`src/ucf_params.svh`:
```
`ifndef UCF_PARAMS_SVH
`define UCF_PARAMS_SVH

// register offsets on the 3-bit address
`define UCF_ADDR_DATA 3'h0
`define UCF_ADDR_IER 3'h1
`define UCF_ADDR_ISR 3'h2
`define UCF_ADDR_LCR 3'h3
`define UCF_ADDR_MCR 3'h4
`define UCF_ADDR_LSR 3'h5
`define UCF_ADDR_MSR 3'h6
`define UCF_ADDR_SPR 3'h7

// line control fields
`define UCF_LCR_STOP 2
`define UCF_LCR_PAR 3
`define UCF_LCR_EVEN 4
`define UCF_LCR_STICK 5
`define UCF_LCR_BREAK 6
`define UCF_LCR_DLAB 7

// fifo control fields
`define UCF_FCR_EN 0
`define UCF_FCR_RXCLR 1
`define UCF_FCR_TXCLR 2
`define UCF_FCR_BLK 3

// interrupt enable and modem control fields
`define UCF_IER_RX 0
`define UCF_IER_TX 1
`define UCF_IER_LS 2
`define UCF_MCR_PRESC 7

// reset values
`define UCF_RST_BYTE 8'h00
`define UCF_RST_DIV 16'h0001

// interrupt identity codes
`define UCF_ISR_NONE 4'h1
`define UCF_ISR_TX 4'h2
`define UCF_ISR_RX 4'h4
`define UCF_ISR_LS 4'h6
`define UCF_ISR_TO 4'hC
`define UCF_ISR_FIFO 2'h3

// receive trigger levels (8, 16, 56, 60)
`define UCF_RXTRIG0 7'h08
`define UCF_RXTRIG1 7'h10
`define UCF_RXTRIG2 7'h38
`define UCF_RXTRIG3 7'h3C
// transmit trigger levels (8, 16, 32, 56)
`define UCF_TXTRIG0 7'h08
`define UCF_TXTRIG1 7'h10
`define UCF_TXTRIG2 7'h20
`define UCF_TXTRIG3 7'h38

// oversampling timing
`define UCF_HALF_BIT 4'h7
`define UCF_BIT_LAST 4'hF
`define UCF_PRESC_LAST 2'h3
`define UCF_MIN_BITS 4'h5
`define UCF_TO_EXTRA_BITS 6'h0C

`endif

```
`src/ucf_pkg.sv`:
```
package ucf_pkg;
    // gray codes along idle-start-data-parity-stop
    typedef enum logic [2:0] {
        UCF_IDLE = 3'h0,
        UCF_START = 3'h1,
        UCF_DATA = 3'h3,
        UCF_PARITY = 3'h2,
        UCF_STOP = 3'h6
    } ucf_state_t;
endpackage

```
`src/ucf_fifo.sv`:
```
`timescale 1ns/10ps
module ucf_fifo #(
    parameter int WIDTH = 8,
    parameter int DEPTH = 64,
    parameter int AW = 6
) (
    input wire logic clk_i, // core clock
    input wire logic rst_n_i, // async reset, active low
    input wire logic clr_i, // flush all entries
    input wire logic push_i, // write one entry, caller checks room
    input wire logic [WIDTH-1:0] din_i, // entry written
    input wire logic pop_i, // drop head entry, caller checks data
    output logic [WIDTH-1:0] dout_o, // head entry
    output logic [AW:0] count_o // entries held
);
    logic [WIDTH-1:0] mem [DEPTH];
    logic [AW-1:0] wr_ptr;
    logic [AW-1:0] rd_ptr;

    assign dout_o = mem[rd_ptr];

    // storage has no reset, pointers define what is valid
    always_ff @(posedge clk_i) begin
        if (push_i) begin
            mem[wr_ptr] <= din_i;
        end
    end

    // pointers step to the next location on each access
    always_ff @(posedge clk_i or negedge rst_n_i) begin
        if (!rst_n_i) begin
            wr_ptr <= '0;
            rd_ptr <= '0;
            count_o <= '0;
        end else if (clr_i) begin
            wr_ptr <= '0;
            rd_ptr <= '0;
            count_o <= '0;
        end else begin
            if (push_i) begin
                wr_ptr <= wr_ptr + 1'b1;
            end
            if (pop_i) begin
                rd_ptr <= rd_ptr + 1'b1;
            end
            if (push_i && !pop_i) begin
                count_o <= count_o + 1'b1;
            end else if (pop_i && !push_i) begin
                count_o <= count_o - 1'b1;
            end
        end
    end
endmodule

```
`src/ucf_baud.sv`:
```
`timescale 1ns/10ps
`include "ucf_params.svh"
module ucf_baud #(
    parameter int DIV_W = 16
) (
    input wire logic clk_i, // core clock
    input wire logic rst_n_i, // async reset, active low
    input wire logic presc4_i, // 1 divides input clock by 4
    input wire logic [DIV_W-1:0] divisor_i, // 16x divisor
    output logic tick_o // one-cycle 16x sampling pulse
);
    logic [1:0] pre_cnt;
    logic [DIV_W-1:0] div_cnt;
    wire pre_tick = !presc4_i || (pre_cnt == `UCF_PRESC_LAST);
    wire div_hit = (div_cnt >= divisor_i - DIV_W'(1));

    // divisor 0 wraps and behaves as 65536, never stalls
    always_ff @(posedge clk_i or negedge rst_n_i) begin
        if (!rst_n_i) begin
            pre_cnt <= '0;
            div_cnt <= '0;
            tick_o <= 1'b0;
        end else begin
            pre_cnt <= pre_cnt + 2'h1;
            tick_o <= pre_tick && div_hit;
            if (pre_tick) begin
                div_cnt <= div_hit ? '0 : div_cnt + DIV_W'(1);
            end
        end
    end
endmodule

```
`src/ucf_core.sv`:
```
// Function
// - fifo off, transmit interrupt high when holding register empty, else low.
// - fifo on, transmit interrupt low above trigger, high below it or empty.
// - fifo off, receive interrupt high while a received byte is held.
// - fifo on, receive interrupt high at or above receive trigger level.
// - fifo off, rx_ready_n low while one byte held, high when none.
// - fifo on, single mode, rx_ready_n low while receive fifo not empty.
// - block mode, rx_ready_n falls at trigger or time-out, rises when empty.
// - fifo off, tx_ready_n low when holding register empty, high otherwise.
// - fifo on, single mode, tx_ready_n low only when transmit fifo empty.
// - block mode, tx_ready_n low while transmit fifo has free room.
// - prescaler bit selects divide by 1 (default) or by 4.
// - 16-bit divisor turns prescaled clock into sixteen-times bit clock.
// - every transmitted bit lasts sixteen oversampling ticks.
// - frame is start, data bits, optional parity, then stop bits.
// - data leaves least significant bit first.
// - holding register writes enter a 64-entry transmit fifo.
// - fifo off, holding-empty on move to shifter, shifter-empty when idle.
// - fifo on, holding-empty when fifo empty, shifter-empty when both empty.
// - transmit-empty interrupt shows in status only while enabled.
// - start bit validated by sampling low eight ticks after falling edge.
// - all bits sampled at centre, errors reported in three status bits.
// - reading receive data pops fifo and updates error bits at once.
// - receive ready per byte or trigger, time-out after 4 chars plus 12 bits.
// - receive fifo entries hold 8 data bits plus three error tags.
`timescale 1ns/10ps
`include "ucf_params.svh"
module ucf_core #(
    parameter int DEPTH = 64,
    parameter int AW = 6
) (
    input wire logic CORE_CLK_I, // oscillator clock, 10 MHz
    input wire logic ARST_N_I, // async reset, active low
    input wire logic [2:0] ADDR_I, // register address
    input wire logic [7:0] WDATA_I, // write data
    input wire logic WR_I, // one-cycle write strobe
    input wire logic RD_I, // one-cycle read strobe
    output logic [7:0] RDATA_O, // read data, valid after RD_I
    input wire logic RX_I, // serial receive line
    output logic TX_O, // serial transmit line
    output logic INT_O, // interrupt, active high
    output logic RX_READY_N_O, // receive ready, active low
    output logic TX_READY_N_O // transmit ready, active low
);
    localparam int CW = AW + 1;

    // programmable registers
    logic [7:0] line_control;
    logic [7:0] modem_control;
    logic [7:0] irq_enable;
    logic [7:0] spr;
    logic [15:0] divisor;
    logic fifo_en;
    logic blk_mode;
    logic [1:0] rx_trig_sel;
    logic [1:0] tx_trig_sel;

    // address decode
    wire dlab = line_control[`UCF_LCR_DLAB];
    wire sel_data = (ADDR_I == `UCF_ADDR_DATA);
    wire sel_ier = (ADDR_I == `UCF_ADDR_IER);
    wire sel_isr = (ADDR_I == `UCF_ADDR_ISR);
    wire sel_lcr = (ADDR_I == `UCF_ADDR_LCR);
    wire sel_mcr = (ADDR_I == `UCF_ADDR_MCR);
    wire sel_lsr = (ADDR_I == `UCF_ADDR_LSR);
    wire sel_spr = (ADDR_I == `UCF_ADDR_SPR);
    wire wr_thr = WR_I && sel_data && !dlab;
    wire wr_dll = WR_I && sel_data && dlab;
    wire wr_dlm = WR_I && sel_ier && dlab;
    wire wr_ier = WR_I && sel_ier && !dlab;
    wire wr_fcr = WR_I && sel_isr;
    wire rd_rhr = RD_I && sel_data && !dlab;
    wire rd_lsr = RD_I && sel_lsr;

    // toggling fifo enable flushes both fifos, avoiding stale mixed-mode data
    wire en_flip = wr_fcr && (WDATA_I[`UCF_FCR_EN] != fifo_en);
    wire clr_tx = wr_fcr && (WDATA_I[`UCF_FCR_TXCLR] || en_flip);
    wire clr_rx = wr_fcr && (WDATA_I[`UCF_FCR_RXCLR] || en_flip);

    // register writes
    always_ff @(posedge CORE_CLK_I or negedge ARST_N_I) begin
        if (!ARST_N_I) begin
            line_control <= `UCF_RST_BYTE;
            modem_control <= `UCF_RST_BYTE;
            irq_enable <= `UCF_RST_BYTE;
            spr <= `UCF_RST_BYTE;
            divisor <= `UCF_RST_DIV;
            fifo_en <= 1'b0;
            blk_mode <= 1'b0;
            rx_trig_sel <= 2'h0;
            tx_trig_sel <= 2'h0;
        end else begin
            if (WR_I && sel_lcr) line_control <= WDATA_I;
            if (WR_I && sel_mcr) modem_control <= WDATA_I;
            if (WR_I && sel_spr) spr <= WDATA_I;
            if (wr_ier) irq_enable <= WDATA_I;
            if (wr_dll) divisor[7:0] <= WDATA_I;
            if (wr_dlm) divisor[15:8] <= WDATA_I;
            if (wr_fcr) begin
                fifo_en <= WDATA_I[`UCF_FCR_EN];
                blk_mode <= WDATA_I[`UCF_FCR_BLK];
                tx_trig_sel <= WDATA_I[5:4];
                rx_trig_sel <= WDATA_I[7:6];
            end
        end
    end

    // framing shared by both directions
    wire [3:0] data_bits = `UCF_MIN_BITS + {2'h0, line_control[1:0]};
    wire [2:0] last_idx = data_bits[2:0] - 3'h1;
    wire [7:0] data_mask = 8'hFF >> {1'b0, ~line_control[1:0]};
    wire par_en = line_control[`UCF_LCR_PAR];
    wire stop_two = line_control[`UCF_LCR_STOP];
    wire par_even = line_control[`UCF_LCR_EVEN];
    wire par_stick = line_control[`UCF_LCR_STICK];
    wire [3:0] char_bits = data_bits + 4'h2 + {3'h0, par_en} + {3'h0, stop_two};

    // baud generator
    logic tick;
    ucf_baud #(.DIV_W(16)) u_baud (
        .clk_i(CORE_CLK_I),
        .rst_n_i(ARST_N_I),
        .presc4_i(modem_control[`UCF_MCR_PRESC]),
        .divisor_i(divisor),
        .tick_o(tick)
    );

    // transmit fifo; without fifo it holds a single byte as holding register
    logic [7:0] tx_head;
    logic [CW-1:0] tx_cnt;
    logic [CW-1:0] rx_cnt;
    logic [10:0] rx_head;
    ucf_pkg::ucf_state_t tx_state;
    ucf_pkg::ucf_state_t next_tx_state;
    ucf_pkg::ucf_state_t rx_state;
    ucf_pkg::ucf_state_t next_rx_state;
    logic [3:0] tx_sub, next_tx_sub;
    logic [2:0] tx_idx, next_tx_idx;
    logic [7:0] tx_shift, next_tx_shift;
    logic tx_par, next_tx_par;
    logic tx_second, next_tx_second;
    logic tx_line, next_tx_line;
    logic [3:0] rx_sub, next_rx_sub;
    logic [2:0] rx_idx, next_rx_idx;
    logic [7:0] rx_shift, next_rx_shift;
    logic rx_pe, next_rx_pe;
    logic rx_push;
    logic rx_prev;
    logic overrun;
    logic [3:0] to_sub;
    logic [5:0] to_bits;
    logic to_flag;
    logic blk_rx_flag;
    logic [7:0] rd_mux;

    // one-deep use of the fifo stands in for the holding register
    wire tx_empty = (tx_cnt == '0);
    wire tx_room = fifo_en ? (tx_cnt != CW'(DEPTH)) : tx_empty;
    wire tx_push = wr_thr && tx_room;
    wire tx_load = (tx_state == ucf_pkg::UCF_IDLE) && !tx_empty;
    wire tx_idle = tx_empty && (tx_state == ucf_pkg::UCF_IDLE);
    wire tx_bit_end = tick && (tx_sub == `UCF_BIT_LAST);
    wire [7:0] tx_data = tx_head & data_mask;
    wire tx_par_bit = par_stick ? !par_even : (par_even ? ^tx_data : ~^tx_data);

    ucf_fifo #(.WIDTH(8), .DEPTH(DEPTH), .AW(AW)) u_txf (
        .clk_i(CORE_CLK_I),
        .rst_n_i(ARST_N_I),
        .clr_i(clr_tx),
        .push_i(tx_push),
        .din_i(WDATA_I),
        .pop_i(tx_load),
        .dout_o(tx_head),
        .count_o(tx_cnt)
    );

    // transmit framing; writes to a full fifo are dropped, not overwritten
    always_comb begin
        next_tx_state = tx_state;
        next_tx_sub = tx_sub;
        next_tx_idx = tx_idx;
        next_tx_shift = tx_shift;
        next_tx_par = tx_par;
        next_tx_second = tx_second;
        next_tx_line = tx_line;
        if (tick && (tx_state != ucf_pkg::UCF_IDLE)) begin
            next_tx_sub = tx_sub + 4'h1;
        end
        case (tx_state)
            ucf_pkg::UCF_IDLE: begin
                next_tx_line = 1'b1;
                if (tx_load) begin
                    next_tx_state = ucf_pkg::UCF_START;
                    next_tx_sub = 4'h0;
                    next_tx_shift = tx_data;
                    next_tx_par = tx_par_bit;
                    next_tx_second = 1'b0;
                    next_tx_line = 1'b0;
                end
            end
            ucf_pkg::UCF_START: if (tx_bit_end) begin
                next_tx_state = ucf_pkg::UCF_DATA;
                next_tx_idx = 3'h0;
                next_tx_line = tx_shift[0];
            end
            ucf_pkg::UCF_DATA: if (tx_bit_end) begin
                next_tx_shift = {1'b0, tx_shift[7:1]};
                next_tx_idx = tx_idx + 3'h1;
                if (tx_idx == last_idx) begin
                    next_tx_state = par_en ? ucf_pkg::UCF_PARITY : ucf_pkg::UCF_STOP;
                    next_tx_line = par_en ? tx_par : 1'b1;
                end else begin
                    next_tx_line = tx_shift[1];
                end
            end
            ucf_pkg::UCF_PARITY: if (tx_bit_end) begin
                next_tx_state = ucf_pkg::UCF_STOP;
                next_tx_line = 1'b1;
            end
            ucf_pkg::UCF_STOP: if (tx_bit_end) begin
                // second stop bit is a full bit, also for five-bit characters
                if (stop_two && !tx_second) begin
                    next_tx_second = 1'b1;
                end else begin
                    next_tx_state = ucf_pkg::UCF_IDLE;
                end
            end
            default: next_tx_state = ucf_pkg::UCF_IDLE;
        endcase
    end

    // transmit state
    always_ff @(posedge CORE_CLK_I or negedge ARST_N_I) begin
        if (!ARST_N_I) begin
            tx_state <= ucf_pkg::UCF_IDLE;
            tx_sub <= 4'h0;
            tx_idx <= 3'h0;
            tx_shift <= `UCF_RST_BYTE;
            tx_par <= 1'b0;
            tx_second <= 1'b0;
            tx_line <= 1'b1;
        end else begin
            tx_state <= next_tx_state;
            tx_sub <= next_tx_sub;
            tx_idx <= next_tx_idx;
            tx_shift <= next_tx_shift;
            tx_par <= next_tx_par;
            tx_second <= next_tx_second;
            tx_line <= next_tx_line;
        end
    end

    // receive sampling helpers; idle level one avoids a false edge after reset
    wire rx_fall = rx_prev && !RX_I;
    wire rx_mid = tick && (rx_sub == `UCF_HALF_BIT);
    wire rx_bit_end = tick && (rx_sub == `UCF_BIT_LAST);
    wire [7:0] rx_data = rx_shift >> ~line_control[1:0];
    wire rx_par_exp = par_stick ? !par_even : (par_even ? ^rx_data : ~^rx_data);
    wire rx_room = fifo_en ? (rx_cnt != CW'(DEPTH)) : (rx_cnt == '0);
    wire rx_fe = !RX_I;
    wire [10:0] rx_entry = {rx_fe && (rx_data == 8'h00), rx_fe, rx_pe, rx_data};
    wire rx_wr = rx_push && rx_room;
    wire rx_pop = rd_rhr && (rx_cnt != '0);

    // receive framing, centre sampled from the validated start
    always_comb begin
        next_rx_state = rx_state;
        next_rx_sub = rx_sub;
        next_rx_idx = rx_idx;
        next_rx_shift = rx_shift;
        next_rx_pe = rx_pe;
        rx_push = 1'b0;
        if (tick) begin
            next_rx_sub = rx_sub + 4'h1;
        end
        case (rx_state)
            ucf_pkg::UCF_IDLE: if (rx_fall) begin
                next_rx_state = ucf_pkg::UCF_START;
                next_rx_sub = 4'h0;
            end
            ucf_pkg::UCF_START: if (rx_mid) begin
                next_rx_sub = 4'h0;
                next_rx_idx = 3'h0;
                next_rx_pe = 1'b0;
                next_rx_state = RX_I ? ucf_pkg::UCF_IDLE : ucf_pkg::UCF_DATA;
            end
            ucf_pkg::UCF_DATA: if (rx_bit_end) begin
                next_rx_shift = {RX_I, rx_shift[7:1]};
                next_rx_idx = rx_idx + 3'h1;
                if (rx_idx == last_idx) begin
                    next_rx_state = par_en ? ucf_pkg::UCF_PARITY : ucf_pkg::UCF_STOP;
                end
            end
            ucf_pkg::UCF_PARITY: if (rx_bit_end) begin
                next_rx_pe = (RX_I != rx_par_exp);
                next_rx_state = ucf_pkg::UCF_STOP;
            end
            ucf_pkg::UCF_STOP: if (rx_bit_end) begin
                rx_push = 1'b1;
                next_rx_state = ucf_pkg::UCF_IDLE;
            end
            default: next_rx_state = ucf_pkg::UCF_IDLE;
        endcase
    end

    // receive state
    always_ff @(posedge CORE_CLK_I or negedge ARST_N_I) begin
        if (!ARST_N_I) begin
            rx_state <= ucf_pkg::UCF_IDLE;
            rx_sub <= 4'h0;
            rx_idx <= 3'h0;
            rx_shift <= `UCF_RST_BYTE;
            rx_pe <= 1'b0;
            rx_prev <= 1'b1;
        end else begin
            rx_state <= next_rx_state;
            rx_sub <= next_rx_sub;
            rx_idx <= next_rx_idx;
            rx_shift <= next_rx_shift;
            rx_pe <= next_rx_pe;
            rx_prev <= RX_I;
        end
    end

    ucf_fifo #(.WIDTH(11), .DEPTH(DEPTH), .AW(AW)) u_rxf (
        .clk_i(CORE_CLK_I),
        .rst_n_i(ARST_N_I),
        .clr_i(clr_rx),
        .push_i(rx_wr),
        .din_i(rx_entry),
        .pop_i(rx_pop),
        .dout_o(rx_head),
        .count_o(rx_cnt)
    );

    // trigger levels
    wire [CW-1:0] rx_trig = (rx_trig_sel == 2'h0) ? CW'(`UCF_RXTRIG0) :
        (rx_trig_sel == 2'h1) ? CW'(`UCF_RXTRIG1) :
        (rx_trig_sel == 2'h2) ? CW'(`UCF_RXTRIG2) : CW'(`UCF_RXTRIG3);
    wire [CW-1:0] tx_trig = (tx_trig_sel == 2'h0) ? CW'(`UCF_TXTRIG0) :
        (tx_trig_sel == 2'h1) ? CW'(`UCF_TXTRIG1) :
        (tx_trig_sel == 2'h2) ? CW'(`UCF_TXTRIG2) : CW'(`UCF_TXTRIG3);
    wire rx_at_trig = (rx_cnt >= rx_trig);

    // time-out restarts on every arrival or read so it marks a stalled stream
    wire [5:0] to_limit = {char_bits, 2'h0} + `UCF_TO_EXTRA_BITS;
    wire to_restart = rx_wr || rx_pop || (rx_cnt == '0) || !fifo_en;
    always_ff @(posedge CORE_CLK_I or negedge ARST_N_I) begin
        if (!ARST_N_I) begin
            to_sub <= 4'h0;
            to_bits <= 6'h00;
            to_flag <= 1'b0;
        end else if (to_restart) begin
            to_sub <= 4'h0;
            to_bits <= 6'h00;
            to_flag <= 1'b0;
        end else if (tick) begin
            to_sub <= to_sub + 4'h1;
            if ((to_sub == `UCF_BIT_LAST) && (to_bits != to_limit)) to_bits <= to_bits + 6'h01;
            if (to_bits == to_limit) to_flag <= 1'b1;
        end
    end

    // block-mode request and overrun; a set in the clearing cycle wins
    wire blk_on = fifo_en && blk_mode;
    always_ff @(posedge CORE_CLK_I or negedge ARST_N_I) begin
        if (!ARST_N_I) begin
            blk_rx_flag <= 1'b0;
            overrun <= 1'b0;
        end else begin
            if (rx_at_trig || to_flag) blk_rx_flag <= 1'b1;
            else if (rx_cnt == '0) blk_rx_flag <= 1'b0;
            if (rx_push && !rx_room) overrun <= 1'b1;
            else if (rd_lsr) overrun <= 1'b0;
        end
    end

    // status and interrupt sources
    wire rx_any = (rx_cnt != '0);
    wire [2:0] head_err = rx_any ? rx_head[10:8] : 3'h0;
    wire ls_src = (|head_err) || overrun;
    wire tx_int_src = fifo_en ? (tx_cnt <= tx_trig) : tx_empty;
    wire rx_int_src = fifo_en ? rx_at_trig : rx_any;
    wire to_int = fifo_en && to_flag;
    wire int_ls = irq_enable[`UCF_IER_LS] && ls_src;
    wire int_to = irq_enable[`UCF_IER_RX] && to_int;
    wire int_rx = irq_enable[`UCF_IER_RX] && rx_int_src;
    wire int_tx = irq_enable[`UCF_IER_TX] && tx_int_src;
    wire [3:0] isr_code = int_ls ? `UCF_ISR_LS : int_to ? `UCF_ISR_TO :
        int_rx ? `UCF_ISR_RX : int_tx ? `UCF_ISR_TX : `UCF_ISR_NONE;
    wire [7:0] irq_status = {(fifo_en ? `UCF_ISR_FIFO : 2'h0), 2'h0, isr_code};
    wire [7:0] line_status = {1'b0, tx_idle, tx_empty, head_err, overrun, rx_any};

    // pins
    assign INT_O = int_ls || int_to || int_rx || int_tx;
    assign RX_READY_N_O = blk_on ? !(blk_rx_flag && rx_any) : !rx_any;
    assign TX_READY_N_O = blk_on ? (tx_cnt == CW'(DEPTH)) : !tx_empty;
    assign TX_O = tx_line;

    // read selection; modem status has no pins here and reads zero
    always_comb begin
        rd_mux = `UCF_RST_BYTE;
        if (sel_data) rd_mux = dlab ? divisor[7:0] : rx_head[7:0];
        else if (sel_ier) rd_mux = dlab ? divisor[15:8] : irq_enable;
        else if (sel_isr) rd_mux = irq_status;
        else if (sel_lcr) rd_mux = line_control;
        else if (sel_mcr) rd_mux = modem_control;
        else if (sel_lsr) rd_mux = line_status;
        else if (sel_spr) rd_mux = spr;
    end

    // read data captured on the strobe edge, same edge pops the receive fifo
    always_ff @(posedge CORE_CLK_I or negedge ARST_N_I) begin
        if (!ARST_N_I) begin
            RDATA_O <= `UCF_RST_BYTE;
        end else if (RD_I) begin
            RDATA_O <= rd_mux;
        end
    end
endmodule

```
`config.mk`:
```
export PLATFORM = sky130hd
export DESIGN_NAME = ucf_core
export DESIGN_NICKNAME = d
export VERILOG_FILES = /design/src/ucf_pkg.sv /design/src/ucf_fifo.sv /design/src/ucf_baud.sv /design/src/ucf_core.sv
export VERILOG_INCLUDE_DIRS = /design/src
export SDC_FILE = /design/constraint.sdc
export NUM_CORES = 2
export LEC_CHECK = 0
export BUFFER_PORTS_ARGS = -buffer_cell sky130_fd_sc_hd__buf_2
export CORE_MARGIN = 5
export CORE_UTILIZATION = 66
export CTS_BUF_LIST = sky130_fd_sc_hd__clkbuf_8
export DETAILED_ROUTE_END_ITERATION = 16
export MAX_ROUTING_LAYER = met4
export PLACE_DENSITY = 0.79
export SLEW_MARGIN = 40
export SYNTH_ARGS = -nofsm -noshare
export SYNTH_HDL_FRONTEND = slang
export SYNTH_SLANG_ARGS = --single-unit
```
`constraint.sdc`:
```
create_clock -name CORE_CLK_I -period 7.6 [get_ports CORE_CLK_I]
set_input_delay 0 -clock CORE_CLK_I [delete_from_list [all_inputs] [get_ports CORE_CLK_I]]
set_output_delay 0 -clock CORE_CLK_I [all_outputs]
set_load 0.01 [all_outputs]
```
==> results_dict.tcl <==
set metrics [dict create \
    die_w_um 304 \
    yosysTopAreaCell "edfxtp_1" \
    via_per_inst 6.66 \
    gp_congestion 0.904 \
    place_area_um2 58600 \
    start_kind "flop" \
    cts_tree "built" \
    drv_slew 0 \
    yosysMostFrequentCell "edfxtp_1" \
    routedWlPerCell_um 28.5 \
    cts_root_buf "clkbuf_8" \
    cts_setup_buffers 0 \
    wl_um 131000 \
    ys.flop_type "edfxtp_1" \
    via_count 30700 \
    die_height_um 304 \
    slew_headroom_pct 39.6 \
    hold_viol_final 0 \
    crit_type "reg2out" \
    grt_setup_unrepaired "no" \
    numPortBuffers 27 \
    grt_start_max_net_pins 92 \
    cp-end-kind "output pin" \
    leakagePower_nw 21.2 \
    cts_max_level 4 \
    grt_usage_pct 29.5 \
    fin_crit_sh_pct 66.0 \
    finalNetCount 3367 \
    setup_violations 0 \
    synth-edff-count 1216 \
    p_clk_share_pct 32.0 \
    drive_above_1_share_pct 24.6 \
    yosys_warnings 0 \
    die-area_um2 92500 \
    synth.area.top_cells "edfxtp_1, mux4_2, dfrtp_1, mux2_2, mux2i_1" \
    crit_arrival_ns 5.02 \
    drt_iter0_markers 4100 \
    synthArstFlopShare_pct 12.5 \
    cts_resized 0 \
    r2r_start "u_rxf.rd_ptr[0]$_DFFE_PN0P_" \
    worstPathRequired_ns 7.60 \
    min_to "overrun$_DFFE_PN0P_" \
    rrSetupSlack_ns 2.93 \
    hpwl_um 79500 \
    antenna_found_initial 4 \
    ys_types 73 \
    final.min_clock_period_ns 5.02 \
    ioPinCount 28 \
    r2r_end "RDATA_O[1]$_DFFE_PN0P_" \
    timing.hold.ws_ns 0.113 \
    p_total_mw 18.2 \
    p_int_mw 13.1 \
    whs_path_depth 4 \
    sequentialPowerShare_pct 49.5 \
    cts_max_path_buffers 3 \
    sw_frac_of_total_pct 27.6 \
    synth_seq_area_share_pct 71.5 \
    syn2layout_area_growth_pct 10.3 \
    switchingPower_mw 5.01 \
    crit_fanout 59 \
    grt_pass1_vias 31400 \
    final_cell_area_um2 63000 \
    fillers 4725 \
    hp-class "in2reg" \
    hold_path_startpoint "RD_I" \
    cts_buffers 207 \
    finClkSkew_ns 0.0617 \
    clk_pin_slew_worst_paths_ns 0.07 \
    syn_area_um2 57100 \
    synth_common_cells "edfxtp_1, mux4_2, nor2_1" \
    firstDrtPassIters 6 \
    placementRows 107 \
    pwr_density_cell_nw_per_um2 288 \
    synth-seq-cells 1389 \
    grt_pass1_wl_um 198000 \
    syn_area_per_cell_um2 18.3 \
    drc 0 \
    syn_nets 3204 \
    synth_top_area_share_pct 63.9 \
    cts.sinks 1389 \
    status "complete, no violations" \
    combPwrFrac_pct 18.5 \
    worst_slew_pin_slew_ns 0.894 \
    clock_latency_ns 0.92 \
    grt-ovfl-total 0 \
    coreArea_um2 85500 \
    ant_nets 0 \
    initial_core_util_pct 66.8 \
    fmax_mhz 199 \
    cap_violations 0 \
    finalSetupTns_ns 0 \
    worst_r2r_path_depth 10 \
    vdd_ir_drop_max_mv 0.246 \
    syn_inst 3127 \
]
power groups by stage:
stage / combinational [mW] / sequential, mW / clock [mW]
after floorplan: 2.46 / 8.93 / 0
after global placement: 3.13 / 9.16 / 0
after detailed placement: 3.24 / 9.17 / 0
after CTS: 3.28 / 9.02 / 5.89
after global routing: 3.59 / 9.01 / 6.28
final: 3.36 / 8.98 / 5.81
through the flow:
| step | utilization (%) | setup slack (ns) | std cells |
|---|---|---|---|
| 2_1_floorplan | - | 1.70 | 3127 |
| 3_3_place_gp | 68.3 | 3.21 | 4195 |
| 3_5_place_dp | 68.5 | 3.13 | 4197 |
| 4_1_cts | 73.5 | 2.30 | 4601 |
| 5_1_grt | 73.7 | 2.33 | 4608 |
| 6_report | 73.7 | 2.58 | 4608 |
kinds of logic (layout without fill, tap and decap cells):
kind of cell | Yosys count | in the layout | synth area share, %
multiplexers | 520 | 520 | 16.1
other | 0 | 2 | 0
flip-flops | 1389 | 1389 | 71.5
AO/OA/AOI/OAI | 288 | 288 | 3.35
XOR/XNOR | 92 | 92 | 1.41
AND/OR/NAND/NOR | 567 | 567 | 4.57
adder cells (fa/ha/maj) | 61 | 61 | 1.38
buffers and inverters | 210 | 545 | 1.65
flip-flops by register name, indices dropped and copies added (netlist names), 4 cells and up:
signal and count:
spr 8, u_txf.wr_ptr 6, divisor 16, u_rxf.rd_ptr 6
u_rxf.wr_ptr 6, u_rxf.mem 704, to_bits 6, u_rxf.count_o 7
u_txf.count_o 7, modem_control 8, irq_enable 8, tx_sub 4
rx_shift 8, line_control 8, u_txf.mem 512, rx_sub 4
u_baud.div_cnt 16, to_sub 4, tx_shift 8, RDATA_O 8
u_txf.rd_ptr 6
layout make-up:
class                           count  area (µm²)  share of cell area (%)
Multi-Input combinational cell   1528       15500                    24.5
Antenna cell                        2        5.00                 0.00794
Tap cell                         1144        1430                    2.27
Clock buffer                      218        3000                    4.76
Clock inverter                    163         992                    1.57
Inverter                           46         195                   0.310
Sequential cell                  1389       40900                    64.9
Timing Repair Buffer              118        1050                    1.67
critical path: stages, from the launching register on:
cell,delay (ns)
dfrtp_4,0.75
buf_12,0.33
buf_16,0.36
mux4_2,0.57
mux4_2,0.49
mux4_2,0.53
o21a_1,0.25
o21a_1,0.24
nor3_2,0.21
inv_1,0.09
buf_2,0.15
layout by cell type (no fill, tap or decap), types with 22 or more instances in the layout:
master,instances
mux2_2,106
nor2_1,208
dfrtp_1,161
a21oi_1,59
mux4_2,309
nand3_1,40
nor3_1,22
clkinv_1,55
mux2i_1,105
a21o_1,26
xor2_1,41
o21ai_0,62
clkbuf_8,218
nand2_1,122
dlygate4sd3_1,22
ha_1,58
o221ai_1,26
buf_2,26
nor2_2,42
inv_1,105
edfxtp_1,1216
xnor2_1,51
buf_4,53
per-layer routing:
| metal | part of all wire [%] | track usage, % |
|---|---|---|
| met1 | 37 | 38.9 |
| met2 | 50 | 46.7 |
| met3 | 9.4 | 5.66 |
| met4 | 3.9 | 11.8 |
| met5 | 0 | - |
worst max path at each step:
| stage | startpoint | endpoint | slack (ns) | cells past startpoint |
|---|---|---|---|---|
| finish | u_rxf.rd_ptr[0]$_DFFE_PN0P_ | INT_O | 2.58 | 10 |
| global route | u_rxf.rd_ptr[0]$_DFFE_PN0P_ | INT_O | 2.33 | 10 |
| CTS | u_rxf.rd_ptr[0]$_DFFE_PN0P_ | INT_O | 2.30 | 9 |
| detailed placement | u_rxf.rd_ptr[0]$_DFFE_PN0P_ | RDATA_O[0]$_DFFE_PN0P_ | 3.13 | 9 |
| global placement | u_rxf.rd_ptr[0]$_DFFE_PN0P_ | RDATA_O[2]$_DFFE_PN0P_ | 3.21 | 9 |
| floorplan | line_control[0]$_DFFE_PN0P_ | u_rxf.mem[0][10]$_DFFE_PP_ | 1.70 | 5 |
repair_timing:
action | in CTS | in global routing
endpoints found under the setup margin | 0 | 0
hold buffers | 23 | 0
hold endpoints to repair | 770 | 0
Power figures use the tool's default switching activity.
